`config.mk`:
```
export PLATFORM = sky130hd
export DESIGN_NAME = drmc_top
export DESIGN_NICKNAME = d
export VERILOG_FILES = /design/src/core/drmc_pkg.sv /design/src/core/drmc_chan.sv /design/src/core/drmc_cmd_dec.sv /design/src/core/drmc_top.sv
export VERILOG_INCLUDE_DIRS = /design/src /design/src/core
export SDC_FILE = /design/constraint.sdc
export NUM_CORES = 1
export LEC_CHECK = 0
export ABC_CLOCK_PERIOD_IN_PS = 3160
export BUFFER_PORTS_ARGS = -buffer_cell sky130_fd_sc_hd__buf_4
export CAP_MARGIN = 15
export CELL_PAD_IN_SITES_DETAIL_PLACEMENT = 1
export CELL_PAD_IN_SITES_GLOBAL_PLACEMENT = 1
export CORE_MARGIN = 4
export CORE_UTILIZATION = 47
export CTS_BUF_LIST = sky130_fd_sc_hd__clkbuf_2 sky130_fd_sc_hd__clkbuf_4 sky130_fd_sc_hd__clkbuf_8
export CTS_CLUSTER_SIZE = 14
export DETAILED_ROUTE_END_ITERATION = 8
export PLACE_DENSITY_LB_ADDON = 0.2
export SLEW_MARGIN = 25
export SYNTH_ARGS = -nofsm -noshare
export SYNTH_HDL_FRONTEND = slang
export SYNTH_SLANG_ARGS = --single-unit
export TNS_END_PERCENT = 10
```
`constraint.sdc`:
```
create_clock -name clk_i -period 3.16 [get_ports clk_i]
set_clock_uncertainty 0.15 [all_clocks]
set_input_delay 0.316 -clock clk_i [delete_from_list [all_inputs] [get_ports clk_i]]
set_output_delay 0.316 -clock clk_i [all_outputs]
set_load 0.03 [all_outputs]
```
`src/core/drmc_cfg.svh`:
```
// Purpose: constants for the converter reference and mode control block
// Assumes: included by its bare name from the package and the modules
// Notes: command word is 24 bits, nibble in [23:20]
// Operation
// - eight independent channels, each holding a code that selects a string tap.
// - codes are unsigned 0..4095, output is code over 4096 times reference.
// - small package is straight binary; large package follows the coding select pin.
// - internal reference is off after reset until a valid enabling command.
// - static and flexible modes; flexible only when the flexible mode bit is one.
// - static command nibble 1000 with enable bit one turns the reference on.
// - same static command with enable bit zero turns the reference off.
// - enabled static reference powers down once every channel is powered down.
// - enabled static reference powers up again when any channel powers up.
// - external reference gives gain one; internal reference shorts divider for gain two.
// - reference pin undriven while internal reference off; channels use external reference.
// - in flexible mode static commands do nothing until flexible bit cleared.
`ifndef DRMC_CFG_SVH
`define DRMC_CFG_SVH
`define DRMC_CHANNELS 8
`define DRMC_CODE_W 12
`define DRMC_CMD_W 24
`define DRMC_NIB_HI 23
`define DRMC_NIB_LO 20
`define DRMC_FLEX_BIT 14
`define DRMC_FLEX_SEL_HI 13
`define DRMC_FLEX_SEL_LO 12
`define DRMC_REF_EN_BIT 4
`define DRMC_NIB_REF_STATIC 4'h8
`define DRMC_NIB_REF_FLEX 4'h9
`define DRMC_FLEX_ON_TRACK 2'h0
`define DRMC_FLEX_ON_ALWAYS 2'h1
`define DRMC_FLEX_OFF 2'h2
`define DRMC_ADR_CTRL 4'h0
`define DRMC_ADR_CMD 4'h4
`define DRMC_ADR_PD 4'h8
`define DRMC_ADR_STAT 4'hC
`define DRMC_ADR_CODE_BASE 6'h20
`define DRMC_CTRL_TWOS_COMPLEMENT_SELECT_BIT 0
`define DRMC_CTRL_PKG_BIT 1
`define DRMC_ST_REF_BIT 0
`define DRMC_ST_FLEX_BIT 1
`define DRMC_ST_EN_BIT 2
`define DRMC_ST_GAIN2_BIT 3
`define DRMC_ST_ALW_BIT 4
`endif

```
`src/core/drmc_pkg.sv`:
```
// Purpose: types for the reference and mode control block
// Assumes: drmc_cfg.svh holds the numbers
// Notes: types only
`include "drmc_cfg.svh"
package drmc_pkg;
  typedef enum logic [2:0] {
    DRMC_REF_OFF = 3'h1,
    DRMC_REF_TRACK = 3'h2,
    DRMC_REF_ALWAYS = 3'h4
  } drmc_ref_type;
  typedef logic [`DRMC_CMD_W-1:0] drmc_cmd_type;
endpackage : drmc_pkg

```
`src/core/drmc_chan.sv`:
```
// Purpose: one converter channel code holder with coding conversion
// Assumes: write strobe is one cycle
// Notes: two's complement is mapped to offset binary by inverting the msb
`timescale 1ns/1ps
`default_nettype none
`include "drmc_cfg.svh"
module drmc_chan
  import drmc_pkg::*;
#(
  parameter int CODE_W = `DRMC_CODE_W
) (
  input wire logic clk_i,
  input wire logic rst_i,
  input wire logic ce_i,
  input wire logic we_i,
  input wire logic twos_i,
  input wire logic [CODE_W-1:0] data_i,
  output logic [CODE_W-1:0] tap_o
);
  logic [CODE_W-1:0] tap_q;
  wire [CODE_W-1:0] conv = twos_i ? {~data_i[CODE_W-1], data_i[CODE_W-2:0]} : data_i;
  always_ff @(posedge clk_i) begin
    if (rst_i) begin
      tap_q <= '0;
    end else if (ce_i && we_i) begin
      tap_q <= conv;
    end
  end
  assign tap_o = tap_q;
endmodule : drmc_chan
`default_nettype wire

```
`src/core/drmc_cmd_dec.sv`:
```
// Purpose: decode a 24-bit reference command into update requests
// Assumes: cmd_valid_i is a one-cycle strobe
// Notes: purely combinational
`timescale 1ns/1ps
`default_nettype none
`include "drmc_cfg.svh"
module drmc_cmd_dec
  import drmc_pkg::*;
(
  input wire logic cmd_valid_i,
  input wire logic [`DRMC_CMD_W-1:0] cmd_i,
  input wire logic flex_mode_i,
  output logic static_on_o,
  output logic static_off_o,
  output logic flex_on_track_o,
  output logic flex_on_always_o,
  output logic flex_off_o,
  output logic to_static_o
);
  wire [3:0] nib = cmd_i[`DRMC_NIB_HI:`DRMC_NIB_LO];
  wire flexible_mode_bit = cmd_i[`DRMC_FLEX_BIT];
  wire reference_enable_bit = cmd_i[`DRMC_REF_EN_BIT];
  wire [1:0] fsel = cmd_i[`DRMC_FLEX_SEL_HI:`DRMC_FLEX_SEL_LO];
  // only nibble, mode bit, selector and enable bit are looked at
  wire is_static = cmd_valid_i && (nib == `DRMC_NIB_REF_STATIC) && !flex_mode_i;
  wire is_flex = cmd_valid_i && (nib == `DRMC_NIB_REF_FLEX);
  assign static_on_o = is_static && reference_enable_bit;
  assign static_off_o = is_static && !reference_enable_bit;
  assign flex_on_track_o = is_flex && flexible_mode_bit && (fsel == `DRMC_FLEX_ON_TRACK);
  assign flex_on_always_o = is_flex && flexible_mode_bit && (fsel == `DRMC_FLEX_ON_ALWAYS);
  assign flex_off_o = is_flex && flexible_mode_bit && (fsel == `DRMC_FLEX_OFF)
                      && !reference_enable_bit;
  assign to_static_o = is_flex && !flexible_mode_bit;
endmodule : drmc_cmd_dec
`default_nettype wire

```
`src/core/drmc_top.sv`:
```
// Purpose: reference and mode control of an eight-channel 12-bit converter
// Assumes: classic wishbone slave, single clock, synchronous reset
// Notes: command register write delivers the 24-bit command after addressing
//
// Local design decisions: the address map and the Wishbone slave port.
`timescale 1ns/1ps
`default_nettype none
`include "drmc_cfg.svh"
module drmc_top
  import drmc_pkg::*;
#(
  parameter int CHANNELS = `DRMC_CHANNELS,
  parameter int CODE_W = `DRMC_CODE_W
) (
  input wire logic clk_i,
  input wire logic rst_i,
  input wire logic ce_i,
  input wire logic wb_cyc_i,
  input wire logic wb_stb_i,
  input wire logic wb_we_i,
  input wire logic [5:0] wb_adr_i,
  input wire logic [3:0] wb_sel_i,
  input wire logic [31:0] wb_dat_i,
  output logic [31:0] wb_dat_o,
  output logic wb_ack_o,
  output logic [CHANNELS*CODE_W-1:0] tap_code_o,
  output logic ref_on_o,
  output logic reference_pin_oe_n_o,
  output logic gain_divider_short_o
);
  drmc_ref_type ref_q;
  logic flex_q;
  logic ack_q;
  logic [31:0] dat_q;
  logic twos_q;
  logic large_pkg_q;
  logic [CHANNELS-1:0] pd_q;
  logic ref_on_q;
  logic oe_n_q;
  logic gain2_q;
  // each channel instance drives its own slice, so this is a net
  wire logic [CHANNELS*CODE_W-1:0] taps;
  logic [CHANNELS*CODE_W-1:0] tap_q;

  // decode
  wire req = wb_cyc_i && wb_stb_i && !ack_q;
  wire wr = req && wb_we_i;
  wire sel_ctrl = wb_adr_i[5:2] == `DRMC_ADR_CTRL >> 2;
  wire sel_cmd = wb_adr_i[5:2] == `DRMC_ADR_CMD >> 2;
  wire sel_pd = wb_adr_i[5:2] == `DRMC_ADR_PD >> 2;
  wire sel_stat = wb_adr_i[5:2] == `DRMC_ADR_STAT >> 2;
  wire sel_code = wb_adr_i[5];
  wire [2:0] code_idx = wb_adr_i[4:2];
  // the 24-bit command needs its three low lanes in one access
  wire cmd_stb = wr && sel_cmd && (wb_sel_i[2:0] == 3'h7);
  wire twos_eff = twos_q && large_pkg_q;
  wire all_pd = &pd_q;

  logic s_on, s_off, f_track, f_alw, f_off, to_stat;
  drmc_cmd_dec u_dec (
    .cmd_valid_i(cmd_stb),
    .cmd_i(wb_dat_i[`DRMC_CMD_W-1:0]),
    .flex_mode_i(flex_q),
    .static_on_o(s_on),
    .static_off_o(s_off),
    .flex_on_track_o(f_track),
    .flex_on_always_o(f_alw),
    .flex_off_o(f_off),
    .to_static_o(to_stat)
  );

  genvar g;
  generate
    for (g = 0; g < CHANNELS; g++) begin : g_ch
      wire we_ch = wr && sel_code && (code_idx == 3'(g)) && (wb_sel_i[1:0] == 2'h3);
      drmc_chan #(.CODE_W(CODE_W)) u_ch (
        .clk_i(clk_i),
        .rst_i(rst_i),
        .ce_i(ce_i),
        .we_i(we_ch),
        .twos_i(twos_eff),
        .data_i(wb_dat_i[CODE_W-1:0]),
        .tap_o(taps[g*CODE_W +: CODE_W])
      );
    end
  endgenerate

  // read mux
  wire [31:0] stat_w = {27'h0, ref_q == DRMC_REF_ALWAYS, gain2_q, ref_q != DRMC_REF_OFF,
                        flex_q, ref_on_q};
  wire [31:0] code_w = {20'h0, taps[code_idx*CODE_W +: CODE_W]};
  wire [31:0] rd_w = sel_code ? code_w :
                     sel_ctrl ? {30'h0, large_pkg_q, twos_q} :
                     sel_pd ? {24'h0, pd_q} :
                     sel_stat ? stat_w : 32'h0;

  // reference state: tracking powers follow channel power, always ignores it
  wire ref_live = (ref_q == DRMC_REF_ALWAYS) || ((ref_q == DRMC_REF_TRACK) && !all_pd);

  always_ff @(posedge clk_i) begin
    if (rst_i) begin
      ack_q <= 1'b0;
      dat_q <= 32'h0;
    end else if (ce_i) begin
      ack_q <= req;
      dat_q <= req ? rd_w : 32'h0;
    end
  end

  always_ff @(posedge clk_i) begin
    if (rst_i) begin
      twos_q <= 1'b0;
      large_pkg_q <= 1'b0;
      pd_q <= '0;
    end else if (ce_i && wr) begin
      if (sel_ctrl && wb_sel_i[0]) begin
        twos_q <= wb_dat_i[`DRMC_CTRL_TWOS_COMPLEMENT_SELECT_BIT];
        large_pkg_q <= wb_dat_i[`DRMC_CTRL_PKG_BIT];
      end
      if (sel_pd && wb_sel_i[0]) begin
        pd_q <= wb_dat_i[CHANNELS-1:0];
      end
    end
  end

  always_ff @(posedge clk_i) begin
    if (rst_i) begin
      ref_q <= DRMC_REF_OFF;
      flex_q <= 1'b0;
    end else if (ce_i) begin
      case (ref_q)
        DRMC_REF_OFF, DRMC_REF_TRACK, DRMC_REF_ALWAYS: begin
          if (s_on || f_track) begin
            ref_q <= DRMC_REF_TRACK;
          end else if (f_alw) begin
            ref_q <= DRMC_REF_ALWAYS;
          end else if (s_off || f_off) begin
            ref_q <= DRMC_REF_OFF;
          end
        end
        default: ref_q <= DRMC_REF_OFF;
      endcase
      if (f_track || f_alw || f_off) begin
        flex_q <= 1'b1;
      end else if (to_stat) begin
        flex_q <= 1'b0;
      end
    end
  end

  always_ff @(posedge clk_i) begin
    if (rst_i) begin
      ref_on_q <= 1'b0;
      oe_n_q <= 1'b1;
      gain2_q <= 1'b0;
      tap_q <= '0;
    end else if (ce_i) begin
      ref_on_q <= ref_live;
      oe_n_q <= !ref_live;
      gain2_q <= ref_live;
      tap_q <= taps;
    end
  end

  assign wb_ack_o = ack_q;
  assign wb_dat_o = dat_q;
  assign tap_code_o = tap_q;
  assign ref_on_o = ref_on_q;
  assign reference_pin_oe_n_o = oe_n_q;
  assign gain_divider_short_o = gain2_q;
endmodule : drmc_top
`default_nettype wire

```
==> impl_metrics.prom, run 1 <==
# TYPE chip_impl_metric gauge
chip_impl_metric{name="fillers",unit=""} 2132
chip_impl_metric{name="final_non_filler_cells",unit=""} 1317
chip_impl_metric{name="clock_tree.htree_level_count",unit=""} 2
chip_impl_metric{name="maxClockFrequency",unit="MHz"} 428
chip_impl_metric{name="slew_viol_final",unit=""} 0
chip_impl_info{name="clockRootBuffer",value="clkbuf_8"} 1
chip_impl_metric{name="place.gp.congestion",unit=""} 0.825
chip_impl_metric{name="maxCapViolCount",unit=""} 0
chip_impl_metric{name="post_synth_xor_area_fraction",unit="%"} 0.191
chip_impl_info{name="worstSetupStartpointType",value="primary input"} 1
chip_impl_metric{name="initialDrtViolationCount",unit=""} 349
chip_impl_metric{name="dp_hpwl",unit="mm"} 18.0
chip_impl_metric{name="arrival_worst_endpoint",unit="ns"} 2.60
chip_impl_metric{name="met1_length",unit="mm"} 12.2
chip_impl_metric{name="ios",unit=""} 180
chip_impl_metric{name="setup_viol",unit=""} 0
chip_impl_metric{name="synth.avg_cell_area",unit="µm²"} 10.2
chip_impl_metric{name="via_per_inst",unit=""} 5.37
chip_impl_metric{name="clk_path_buf_depth",unit=""} 3
chip_impl_metric{name="layout.area.seq",unit="µm²"} 4420
chip_impl_metric{name="globalRoute.totalOverflow",unit=""} 0
chip_impl_metric{name="report.power.total",unit="mW"} 5.81
chip_impl_metric{name="grt_pass1_wl",unit="mm"} 41.3
chip_impl_metric{name="fp.dieW",unit="µm"} 148
chip_impl_metric{name="antenna-diode-count",unit=""} 0
chip_impl_metric{name="final_period_minus_worst_setup_slack",unit="ns"} 2.34
chip_impl_info{name="largest_family_of_logic_cells_by_synthesized_area",value="multiplexers"} 1
chip_impl_metric{name="clock_sink_count",unit=""} 221
chip_impl_metric{name="leakagePower",unit="nW"} 5.03
chip_impl_metric{name="detailroute.wirelength.met2",unit="mm"} 12.4
chip_impl_metric{name="post_synth_and_or_nand_nor_area_fraction",unit="%"} 14.6
chip_impl_metric{name="placed_area",unit="µm²"} 10300
chip_impl_metric{name="vias",unit=""} 7072
chip_impl_metric{name="coreArea",unit="µm²"} 19000
chip_impl_metric{name="yosysWarningCount",unit=""} 0
chip_impl_metric{name="synth.distinct_cells",unit=""} 52
chip_impl_metric{name="ant_nets",unit=""} 0
chip_impl_info{name="critical_path_start_end_classification",value="primary input to flop"} 1
chip_impl_metric{name="layout-drive-gt1-share",unit="%"} 23.9
chip_impl_info{name="synth-main-ff-cell",value="dfxtp_1"} 1
chip_impl_metric{name="cts_made_buffers",unit=""} 39
chip_impl_metric{name="postSynthRegisterBits",unit=""} 221
chip_impl_info{name="holdCritPathClass",value="primary input to flop"} 1
chip_impl_info{name="end_kind",value="flop"} 1
chip_impl_metric{name="detailed_route_wirelength_on_metal3",unit="mm"} 1.32
chip_impl_metric{name="postSynthCellCount",unit=""} 901
chip_impl_info{name="cp_cell_sequence",value="buf_4 -> or4b_4 -> nor4_4 -> nand4_1 -> dlygate4sd3_1 -> a221oi_2"} 1
chip_impl_info{name="clock_tree_from_tritoncts",value="done"} 1
chip_impl_metric{name="buffers_on_ports",unit=""} 143
chip_impl_info{name="run_status",value="finished clean"} 1
chip_impl_metric{name="synth-async-reset-ratio",unit="%"} 0
chip_impl_metric{name="placement.setup.worst_slack",unit="ns"} 0.818
chip_impl_info{name="grt_setup_unrepaired",value="no"} 1
chip_impl_metric{name="clk_transition_reported_paths",unit="ns"} 0.06
chip_impl_metric{name="synth_fa_ha_area_share",unit="%"} 0
chip_impl_metric{name="drcViolationCount",unit=""} 0
chip_impl_metric{name="number_of_failing_hold_endpoints_at_the_final_stage",unit=""} 0
chip_impl_metric{name="number_of_antenna_violations_at_the_first_check_in_global_routing",unit=""} 0
chip_impl_metric{name="multiInputGateArea",unit="µm²"} 4310
chip_impl_metric{name="peakVddDrop",unit="V"} 0.000365
chip_impl_metric{name="part_of_the_yosys_area_used_for_sequential_elements",unit="%"} 48.1
chip_impl_metric{name="wire_per_inst",unit="µm"} 20.1
chip_impl_metric{name="area_fraction_in_compound_gates_after_synthesis",unit="%"} 4.44
chip_impl_metric{name="vias_in_the_first_global_route",unit=""} 7315
chip_impl_metric{name="rows",unit=""} 50
chip_impl_metric{name="die_h",unit="µm"} 148
chip_impl_metric{name="floorplan.initialDensity",unit="%"} 48.5
chip_impl_metric{name="cellPowerDensity",unit="nW/µm²"} 519
chip_impl_metric{name="syn_to_final_growth",unit="%"} 21.9
chip_impl_metric{name="timing.critical_path.required",unit="ns"} 3.42
chip_impl_metric{name="timing.slew.headroom",unit="%"} 37.6
chip_impl_metric{name="grt_use_total",unit="%"} 23.8
chip_impl_metric{name="critPathMaxStageDelay",unit="ns"} 0.59
chip_impl_info{name="highest-signal-layer",value="met4"} 1
chip_impl_metric{name="post_synth_mux_area_share",unit="%"} 26.9
chip_impl_metric{name="synth_area",unit="µm²"} 9190
chip_impl_metric{name="critical_path_peak_fanout",unit=""} 37
chip_impl_metric{name="nets",unit=""} 1081
chip_impl_metric{name="grt_max_degree",unit=""} 89
chip_impl_metric{name="firstDrtPassIters",unit=""} 5
chip_impl_metric{name="dp.cells",unit=""} 1239
chip_impl_metric{name="worst_case_setup_margin_in_the_final_layout",unit="ns"} 0.823
chip_impl_metric{name="synth-edff-count",unit=""} 0
chip_impl_metric{name="worst_pin_slew",unit="ns"} 0.932
chip_impl_metric{name="final_cell_area",unit="µm²"} 11200
chip_impl_info{name="cpMaxStageDelayCell",value="dlygate4sd3_1"} 1
chip_impl_metric{name="drt_wl_total",unit="mm"} 26.5
chip_impl_metric{name="setup_total_negative_slack",unit="ns"} 0
chip_impl_metric{name="worst_skew_pair.late_latency",unit="ns"} 0.53
chip_impl_metric{name="final_min_period_over_clock_period",unit="%"} 74.0
chip_impl_metric{name="cts.repair_timing.setup_buffer_count",unit=""} 0
chip_impl_metric{name="fp.dieArea",unit="µm²"} 21900
## stage by stage
step           utilization (%)  hold slack, ns
2_1_floorplan                -           0.292
3_3_place_gp              54.1           0.286
3_5_place_dp              54.2           0.304
4_1_cts                   59.1         0.00288
5_1_grt                   59.1         0.00959
6_report                  59.1          0.0207
## per-layer routing
| metal | up-vias | track usage, % |
|---|---|---|
| met5 | - | 0 |
| met4 | 0 | 6.61 |
| met3 | 47 | 4.66 |
| met2 | 184 | 38.6 |
| met1 | 3494 | 32.8 |
| li1 | 3347 | - |
## critical path, delay by kind of cell
kind / cells / cell delay [ns]
buf+inv: 2 / 1.06
simple gates: 3 / 0.97
compound gates: 1 / 0.23
## cell usage in the layout (no fill, tap or decap), drive strengths merged, types with 3 or more instances in the layout
| master | n |
|---|---|
| dfxtp | 221 |
| nand3 | 14 |
| buf | 155 |
| nand2b | 8 |
| nand4 | 9 |
| nor4 | 5 |
| mux2 | 3 |
| conb | 20 |
| and4 | 3 |
| nand2 | 41 |
| mux2i | 196 |
| dlygate4sd3 | 13 |
| clkinv | 5 |
| a21oi | 19 |
| clkbuf | 59 |
| o21ai | 19 |
| o21a | 3 |
| mux4 | 21 |
| a311oi | 3 |
| o221ai | 5 |
| a22oi | 5 |
| nor2 | 193 |
| nor2b | 6 |
## kinds of logic (layout without fill, tap and decap cells)
logic type      count (synthesis)  count (layout)
compound gates                 64              64
xor+xnor                        2               2
buf+inv                        99             236
flops                         221             221
mux                           220             220
other cells                     1              20
simple gates                  294             294
## repair_timing
action,in CTS,in global routing
hold endpoints to repair,37,0
resized for setup,0,0
hold buffers,13,0
## cell type report
cell class / instances / share of cell area (%)
repair buffers: 168 / 11.9
multi-input cells: 600 / 38.5
clock buffers: 59 / 6.58
inverters: 3 / 0.101
clock inverters: 6 / 0.514
flip-flops and latches: 221 / 39.5
well taps: 260 / 2.90
## worst paths after layout
kind           startpoint                     to  slack, ns  depth (start not counted)
max reg2reg      wb_ack_o                 twos_q       0.92                          5
min           wb_dat_i[7]  g_ch[4].u_ch.tap_o[7]       0.02                          3
max           wb_adr_i[2]                 flex_q       0.82                          6
min reg2reg  wb_dat_o[11]           wb_dat_o[11]       0.31                          2
## power by group
part / internal, mW / switching (mW)
Clock: 1.56 / 1.14
Sequential: 2.79 / 0.00193
Combinational: 0.102 / 0.212
Total: 4.45 / 1.36
## state kept, by name, summed over array words and instances, names as in the netlist
signal and count:
reference_pin_oe_n_o 1, ref_q 3, pd_q 8, large_pkg_q 1
flex_q 1, twos_q 1, tap_code_o 96, wb_ack_o 1
g_ch.u_ch.tap_o 96, wb_dat_o 12, gain_divider_short_o 1
## cell usage after synthesis, types with 5 or more instances
master    instances  area share [%]
a21oi_1          19             1.0
nor2b_1           6            0.41
buf_4            26             2.1
buf_2            24             1.3
nor2_1          193             7.9
nand2_1          41             1.7
nand4_1           8            0.54
a22oi_1           5            0.41
o21ai_0          18            0.98
dfxtp_1         221              48
nand3_1          14            0.76
clkbuf_1         40             1.6
nand2b_1          8            0.54
mux4_2           21             5.1
o221ai_1          5            0.48
mux2i_1         196              21
No activity file was read; power rests on OpenSTA's default activity.
==> run 2: changes to the inputs <==
ABC_CLOCK_PERIOD_IN_PS = 2050   (was 3160)
CORE_UTILIZATION = 40   (was 47)
clock period = 2.05 ns   (was 3.16 ns; I/O delays follow)
==> run 2 against run 1 <==
Net effect:
- non-clock buffer count up 22
- clock-buffer cell count rose by 6
- sequential power is 54% higher
- register-to-register slack lost 0.79 ns
- final cell count up 3.9%
==> impl_metrics.prom, run 2 (same netlist as run 1, synthesis figures left out) <==
# TYPE chip_impl_metric gauge
chip_impl_metric{name="r2r_cells",unit=""} 4
chip_impl_metric{name="buffers_on_ports",unit=""} 143
chip_impl_metric{name="clock_tree.htree_level_count",unit=""} 2
chip_impl_metric{name="clk_transition_reported_paths",unit="ns"} 0.06
chip_impl_metric{name="fillers",unit=""} 2541
chip_impl_metric{name="number_of_failing_hold_endpoints_at_the_final_stage",unit=""} 0
chip_impl_metric{name="slew_viol_final",unit=""} 0
chip_impl_info{name="layout_commonest_cell",value="dfxtp_1"} 1
chip_impl_metric{name="fp.dieW",unit="µm"} 160
chip_impl_metric{name="grt_max_degree",unit=""} 96
chip_impl_metric{name="arrival_worst_endpoint",unit="ns"} 2.20
chip_impl_info{name="run_status",value="finished clean"} 1
chip_impl_metric{name="worst_pin_slew",unit="ns"} 0.765
chip_impl_metric{name="cts_resized",unit=""} 0
chip_impl_metric{name="detailroute.wirelength.met2",unit="mm"} 12.7
chip_impl_metric{name="critical_path_peak_fanout",unit=""} 10
chip_impl_metric{name="final_period_minus_worst_setup_slack",unit="ns"} 1.92
chip_impl_metric{name="clk_path_buf_depth",unit=""} 3
chip_impl_metric{name="drcViolationCount",unit=""} 0
chip_impl_metric{name="number_of_antenna_violations_at_the_first_check_in_global_routing",unit=""} 0
chip_impl_metric{name="die_h",unit="µm"} 160
chip_impl_metric{name="maxClockFrequency",unit="MHz"} 522
chip_impl_metric{name="firstDrtPassIters",unit=""} 5
chip_impl_metric{name="floorplan.initialDensity",unit="%"} 40.6
chip_impl_metric{name="grt_pass1_wl",unit="mm"} 42.8
chip_impl_metric{name="syn_to_final_growth",unit="%"} 25.1
chip_impl_metric{name="cellPowerDensity",unit="nW/µm²"} 792
chip_impl_metric{name="cts_made_buffers",unit=""} 39
chip_impl_metric{name="layout.area.seq",unit="µm²"} 4420
chip_impl_metric{name="vias",unit=""} 7077
chip_impl_metric{name="setup_total_negative_slack",unit="ns"} 0
chip_impl_metric{name="met1_length",unit="mm"} 12.6
chip_impl_info{name="critical_path.top_delay_family",value="simple AND/OR/NAND/NOR gates"} 1
chip_impl_metric{name="via_per_inst",unit=""} 5.17
chip_impl_metric{name="grt_use_total",unit="%"} 21.1
chip_impl_metric{name="globalRoute.totalOverflow",unit=""} 0
chip_impl_metric{name="critPathMaxStageDelay",unit="ns"} 0.54
chip_impl_info{name="end_kind",value="flop"} 1
chip_impl_info{name="cp_cell_sequence",value="and4b_1 -> nand3_1 -> buf_4 -> o221ai_1"} 1
chip_impl_metric{name="detailed_route_wirelength_on_metal3",unit="mm"} 1.23
chip_impl_metric{name="multiInputGateArea",unit="µm²"} 4310
chip_impl_metric{name="ios",unit=""} 180
chip_impl_metric{name="dp_hpwl",unit="mm"} 18.7
chip_impl_info{name="final_cell_mix",value="221 x dfxtp_1, 196 x mux2i_1, 193 x nor2_1"} 1
chip_impl_metric{name="worst_skew_pair.late_latency",unit="ns"} 0.54
chip_impl_metric{name="fp.dieArea",unit="µm²"} 25500
chip_impl_info{name="r2r_end",value="wb_dat_o[6]"} 1
chip_impl_info{name="highest-signal-layer",value="met4"} 1
chip_impl_info{name="holdCritPathClass",value="primary input to flop"} 1
chip_impl_metric{name="setup.reg_to_reg.worst_slack",unit="ns"} 0.13
chip_impl_info{name="hold_path_end",value="wb_dat_o[11]"} 1
chip_impl_info{name="critical_path_start_end_classification",value="flop to flop"} 1
chip_impl_metric{name="initialDrtViolationCount",unit=""} 406
chip_impl_metric{name="maxCapViolCount",unit=""} 0
chip_impl_info{name="clock_tree_from_tritoncts",value="done"} 1
chip_impl_metric{name="critical_path_buf_inv_count",unit=""} 1
chip_impl_metric{name="antenna-diode-count",unit=""} 0
chip_impl_metric{name="vias_in_the_first_global_route",unit=""} 7346
chip_impl_metric{name="nets",unit=""} 1103
chip_impl_metric{name="peakVddDrop",unit="V"} 0.000398
chip_impl_metric{name="ant_nets",unit=""} 0
chip_impl_metric{name="final_min_period_over_clock_period",unit="%"} 93.5
chip_impl_metric{name="setup_viol",unit=""} 0
chip_impl_metric{name="rows",unit=""} 55
chip_impl_info{name="worstSetupStartpointType",value="flop"} 1
chip_impl_metric{name="wire_per_inst",unit="µm"} 19.8
chip_impl_metric{name="timing.slew.headroom",unit="%"} 49.0
chip_impl_metric{name="clock_sink_count",unit=""} 221
chip_impl_metric{name="leakagePower",unit="nW"} 5.17
chip_impl_metric{name="coreArea",unit="µm²"} 22600
chip_impl_info{name="cpMaxStageDelayCell",value="and4b_1"} 1
chip_impl_info{name="rr_startpoint",value="wb_ack_o"} 1
chip_impl_info{name="clockRootBuffer",value="clkbuf_8"} 1
chip_impl_metric{name="report.power.total",unit="mW"} 9.11
chip_impl_info{name="grt_setup_unrepaired",value="no"} 1
chip_impl_metric{name="layout-drive-gt1-share",unit="%"} 25.2
chip_impl_metric{name="place.gp.congestion",unit=""} 0.846
chip_impl_metric{name="drt_wl_total",unit="mm"} 27.1
chip_impl_info{name="hp-start",value="rst_i"} 1
chip_impl_metric{name="count_of_cells_along_the_worst_hold_path",unit=""} 5
chip_impl_metric{name="timing.critical_path.required",unit="ns"} 2.34
-- run 2: worst max-delay path by stage --
stage	cells past startpoint	from	endpoint	slack [ns]
2_1_floorplan	6	wb_ack_o	g_ch[5].u_ch.tap_o[10]	0.12
3_3_place_gp	5	wb_adr_i[2]	flex_q	0.18
3_5_place_dp	5	wb_adr_i[2]	flex_q	0.14
5_1_grt	4	wb_ack_o	wb_dat_o[10]	0.01
6_report	4	wb_ack_o	wb_dat_o[6]	0.13
4_1_cts	4	wb_ack_o	g_ch[5].u_ch.tap_o[5]	0.16
-- run 2: per-stage QoR --
stage	std cells	utilization, %	setup slack [ns]	hold WS [ns]	area, µm²
after floorplan	920	-	0.116	0.229	9260
after global routing	1368	50.8	0.0119	0.0464	11500
after CTS	1368	50.8	0.162	0.00157	11500
final	1368	50.8	0.134	0.0263	11500
after detailed placement	1280	46.3	0.143	0.328	10500
after global placement	1280	46.3	0.180	0.308	10500
-- run 2: repair_timing --
action,in CTS,in global routing
buffers inserted,0,0
endpoints found under the hold margin,106,0
hold buffers,19,0
-- run 2: worst min-delay path, stage by stage --
cell	delay (ns)
buf_6	0.10
nor2_1	0.04
buf_4	0.17
nand2_1	0.07
o21ai_0	0.07
-- run 2: final cells by class --
cell class                 count  area share (%)
inverter                       3          0.0979
timing repair buffer         190            13.5
multi-input combinational    600            37.5
sequential                   221            38.5
clock buffer                  65            7.02
clock inverter                 4           0.239
tap                          285            3.10
-- run 2: power breakdown --
group,internal [mW],switching [mW]
combinational,0.181,0.334
sequential,4.30,0.00288
clock,2.48,1.80
-- run 2: metal layers --
metal  up-vias  track usage [%]
li1       3383                -
met1      3474             28.2
met2       185             34.8
met3        35             4.14
met4         0             6.15
met5         -                0
==> run 3: changes to the inputs <==
ABC_AREA = 1   (was not set)
CORE_UTILIZATION = 37   (was 40)
==> run 3 against run 2 <==
Net effect:
- worst setup slack better by 0.032 ns
- combinational power is 150% higher
- clock power decreased by 1%
- critical path type unchanged
- total power rose by 10%
- final cell count grew 17%
- sequential cell count did not move
- critical path depth is 3 higher
- synthesized area down 5.4%
- routed wire length is 14% higher
- clock-buffer cell count is 6 lower
- fmax rose by 1.7%
==> impl_metrics.prom, run 3 <==
# TYPE chip_impl_metric gauge
chip_impl_info{name="clockRootBuffer",value="clkbuf_8"} 1
chip_impl_metric{name="slew_viol_final",unit=""} 0
chip_impl_metric{name="count_of_cells_along_the_worst_hold_path",unit=""} 4
chip_impl_info{name="cp_cell_sequence",value="inv_1 -> nand4_1 -> nor2_4 -> nand3_1 -> buf_4 -> o21ai_0 -> a21oi_1"} 1
chip_impl_metric{name="final_non_filler_cells",unit=""} 1595
chip_impl_metric{name="placed_area",unit="µm²"} 10000
chip_impl_metric{name="clk_path_buf_depth",unit=""} 3
chip_impl_metric{name="final_cell_area",unit="µm²"} 11000
chip_impl_metric{name="setup_viol",unit=""} 0
chip_impl_metric{name="drcViolationCount",unit=""} 0
chip_impl_metric{name="synth_area",unit="µm²"} 8690
chip_impl_metric{name="wire_per_inst",unit="µm"} 19.3
chip_impl_metric{name="fp.dieArea",unit="µm²"} 26000
chip_impl_metric{name="timing.critical_path.required",unit="ns"} 2.31
chip_impl_info{name="r2r_end",value="g_ch[4].u_ch.tap_o[10]"} 1
chip_impl_metric{name="peakVddDrop",unit="V"} 0.000428
chip_impl_metric{name="number_of_failing_hold_endpoints_at_the_final_stage",unit=""} 0
chip_impl_metric{name="fp.dieW",unit="µm"} 161
chip_impl_metric{name="grt_max_degree",unit=""} 188
chip_impl_info{name="holdCritPathClass",value="primary input to flop"} 1
chip_impl_metric{name="globalRoute.totalOverflow",unit=""} 0
chip_impl_metric{name="critPathMaxStageDelay",unit="ns"} 0.33
chip_impl_info{name="rr_startpoint",value="wb_ack_o"} 1
chip_impl_metric{name="drt_wl_total",unit="mm"} 30.7
chip_impl_metric{name="cts_made_buffers",unit=""} 39
chip_impl_metric{name="yosysWarningCount",unit=""} 0
chip_impl_info{name="synth.top_cells.by_area",value="dfxtp_1 51%, a21oi_1 12%, o21ai_0 12%"} 1
chip_impl_metric{name="r2r_cells",unit=""} 7
chip_impl_metric{name="clk_transition_reported_paths",unit="ns"} 0.07
chip_impl_metric{name="post-route-util",unit="%"} 48.3
chip_impl_info{name="yosys.cell_count.top_type",value="dfxtp_1"} 1
chip_impl_metric{name="use_met1",unit="%"} 30.9
chip_impl_metric{name="initialDrtViolationCount",unit=""} 631
chip_impl_metric{name="setup_total_negative_slack",unit="ns"} 0
chip_impl_metric{name="timing.slew.headroom",unit="%"} 42.7
chip_impl_metric{name="setup.reg_to_reg.worst_slack",unit="ns"} 0.17
chip_impl_metric{name="critical_path_peak_fanout",unit=""} 22
chip_impl_metric{name="place.gp.congestion",unit=""} 0.856
chip_impl_metric{name="ios",unit=""} 180
chip_impl_metric{name="leakagePower",unit="nW"} 4.36
chip_impl_info{name="synth.largest_area_cell",value="dfxtp_1"} 1
chip_impl_metric{name="part_of_the_yosys_area_used_for_sequential_elements",unit="%"} 50.9
chip_impl_metric{name="floorplan.initialDensity",unit="%"} 38.0
chip_impl_info{name="clock_tree_from_tritoncts",value="done"} 1
chip_impl_metric{name="vias_in_the_first_global_route",unit=""} 8155
chip_impl_metric{name="firstDrtPassIters",unit=""} 4
chip_impl_metric{name="netlist.area_leader.share",unit="%"} 50.9
chip_impl_info{name="grt_most_used_layer",value="met2"} 1
chip_impl_metric{name="worst_skew_pair.late_latency",unit="ns"} 0.54
chip_impl_metric{name="gr_met2_demand_resource",unit="%"} 37.7
chip_impl_metric{name="number_of_antenna_violations_at_the_first_check_in_global_routing",unit=""} 2
chip_impl_metric{name="ant_nets",unit=""} 0
chip_impl_info{name="critical_path_start_end_classification",value="flop to flop"} 1
chip_impl_metric{name="arrival_worst_endpoint",unit="ns"} 2.15
chip_impl_metric{name="via_per_inst",unit=""} 5.17
chip_impl_metric{name="synth-edff-count",unit=""} 0
chip_impl_metric{name="grt_pass1_wl",unit="mm"} 46.7
chip_impl_metric{name="maxClockFrequency",unit="MHz"} 531
chip_impl_info{name="netlist_top_cells_count",value="221 x dfxtp_1, 211 x a21oi_1, 201 x o21ai_0"} 1
chip_impl_metric{name="dp.cells",unit=""} 1511
chip_impl_metric{name="vias",unit=""} 8247
chip_impl_metric{name="syn_to_final_growth",unit="%"} 27.0
chip_impl_info{name="hp-start",value="wb_we_i"} 1
chip_impl_metric{name="final_period_minus_worst_setup_slack",unit="ns"} 1.88
chip_impl_metric{name="coreArea",unit="µm²"} 22800
chip_impl_info{name="run_status",value="finished clean"} 1
chip_impl_info{name="worstSetupStartpointType",value="flop"} 1
chip_impl_metric{name="postSynthCellCount",unit=""} 1103
chip_impl_info{name="critical_path.top_delay_family",value="simple AND/OR/NAND/NOR gates"} 1
chip_impl_info{name="final_cell_mix",value="221 x dfxtp_1, 211 x a21oi_1, 201 x o21ai_0"} 1
chip_impl_metric{name="clock_sink_count",unit=""} 221
chip_impl_metric{name="synth-async-reset-ratio",unit="%"} 0
chip_impl_metric{name="nets",unit=""} 1305
chip_impl_info{name="cpMaxStageDelayCell",value="dfxtp_1"} 1
chip_impl_metric{name="maxCapViolCount",unit=""} 0
chip_impl_info{name="synth-main-ff-cell",value="dfxtp_1"} 1
chip_impl_metric{name="fin_worst_hold_slack",unit="ns"} 0.0306
chip_impl_metric{name="cellPowerDensity",unit="nW/µm²"} 907
chip_impl_metric{name="rows",unit=""} 55
chip_impl_metric{name="buffers_on_ports",unit=""} 143
chip_impl_info{name="layout_commonest_cell",value="dfxtp_1"} 1
chip_impl_metric{name="synth.distinct_cells",unit=""} 35
chip_impl_metric{name="die_h",unit="µm"} 161
chip_impl_metric{name="clock_tree.htree_level_count",unit=""} 2
chip_impl_metric{name="final_min_period_over_clock_period",unit="%"} 91.9
chip_impl_info{name="grt_setup_unrepaired",value="no"} 1
chip_impl_metric{name="worst_pin_slew",unit="ns"} 0.859
chip_impl_info{name="hold_path_end",value="pd_q[4]"} 1
chip_impl_metric{name="dp_hpwl",unit="mm"} 21.3
chip_impl_metric{name="postSynthRegisterBits",unit=""} 221
chip_impl_info{name="end_kind",value="flop"} 1
chip_impl_metric{name="layout-drive-gt1-share",unit="%"} 20.4
chip_impl_metric{name="critical_path_buf_inv_count",unit=""} 2
chip_impl_metric{name="synth.avg_cell_area",unit="µm²"} 7.88
chip_impl_metric{name="global_route.usage.met3",unit="%"} 4.01
chip_impl_metric{name="grt_use_total",unit="%"} 22.7
run 3: cell types whose count changed after synthesis, sizes merged, moves of 21 or more:
cell and change:
mux2i -196, mux4 -21, o21ai +194, a21oi +192
o22ai +28, nor2 -122, inv +116
run 3: logic make-up (layout without fill, tap and decap cells):
family / count (synthesis) / in the layout / share of synthesized area, %
compound gates: 483 / 483 / 29.2
xor+xnor: 1 / 1 / 0.101
buf+inv: 219 / 378 / 10.8
flops: 221 / 221 / 50.9
other cells: 1 / 21 / 0.0431
simple gates: 178 / 178 / 9.04
run 3: how the worst max path moves through the flow:
stage                      from                endpoint  depth (start not counted)
floorplan              wb_ack_o  g_ch[0].u_ch.tap_o[10]                          7
global placement       wb_ack_o   g_ch[6].u_ch.tap_o[9]                          6
finish                 wb_ack_o  g_ch[4].u_ch.tap_o[10]                          7
detailed placement     wb_ack_o  g_ch[6].u_ch.tap_o[10]                          6
CTS                    wb_ack_o  g_ch[6].u_ch.tap_o[10]                          6
global route        wb_adr_i[5]                ref_q[1]                         12
run 3: area by class of cell:
cell class              instances  area [µm²]
multi-input cells             682        3410
well taps                     313         392
clock inverters                 6        61.3
inverters                     121         457
diodes                          1        2.50
flip-flops and latches        221        4420
repair buffers                192        1550
clock buffers                  59         743
fillers                      2820       11800
run 3: metal layers:
metal | vias to the layer above | wire length (µm)
li1 | 4038 | -
met1 | 3942 | 14000
met2 | 236 | 14700
met3 | 31 | 1610
met5 | - | 0
met4 | 0 | 431
run 3: timing repair:
action	CTS	global route
hold endpoints to repair	113	0
endpoints found under the setup margin	0	8
setup buffers	0	0
hold buffers	18	0
gates resized for setup	0	2
run 3: tightest hold or removal path, stage by stage:
cell     delay, ns
buf_4         0.12
nand3_1       0.12
nor2_2        0.08
a21oi_1       0.13
run 3: power by group:
part	internal [mW]	switching [mW]	total, mW
sequential	4.43	0.0799	4.51
clock	2.43	1.79	4.23
combinational	0.414	0.861	1.27
run 3: metrics by stage:
step	worst slack, ns	power [mW]
finish	0.166	10.0
global route	0.0373	10.4
CTS	0.0731	10.1
detailed placement	0.0795	5.84
global placement	0.166	5.81
floorplan	0.400	5.39
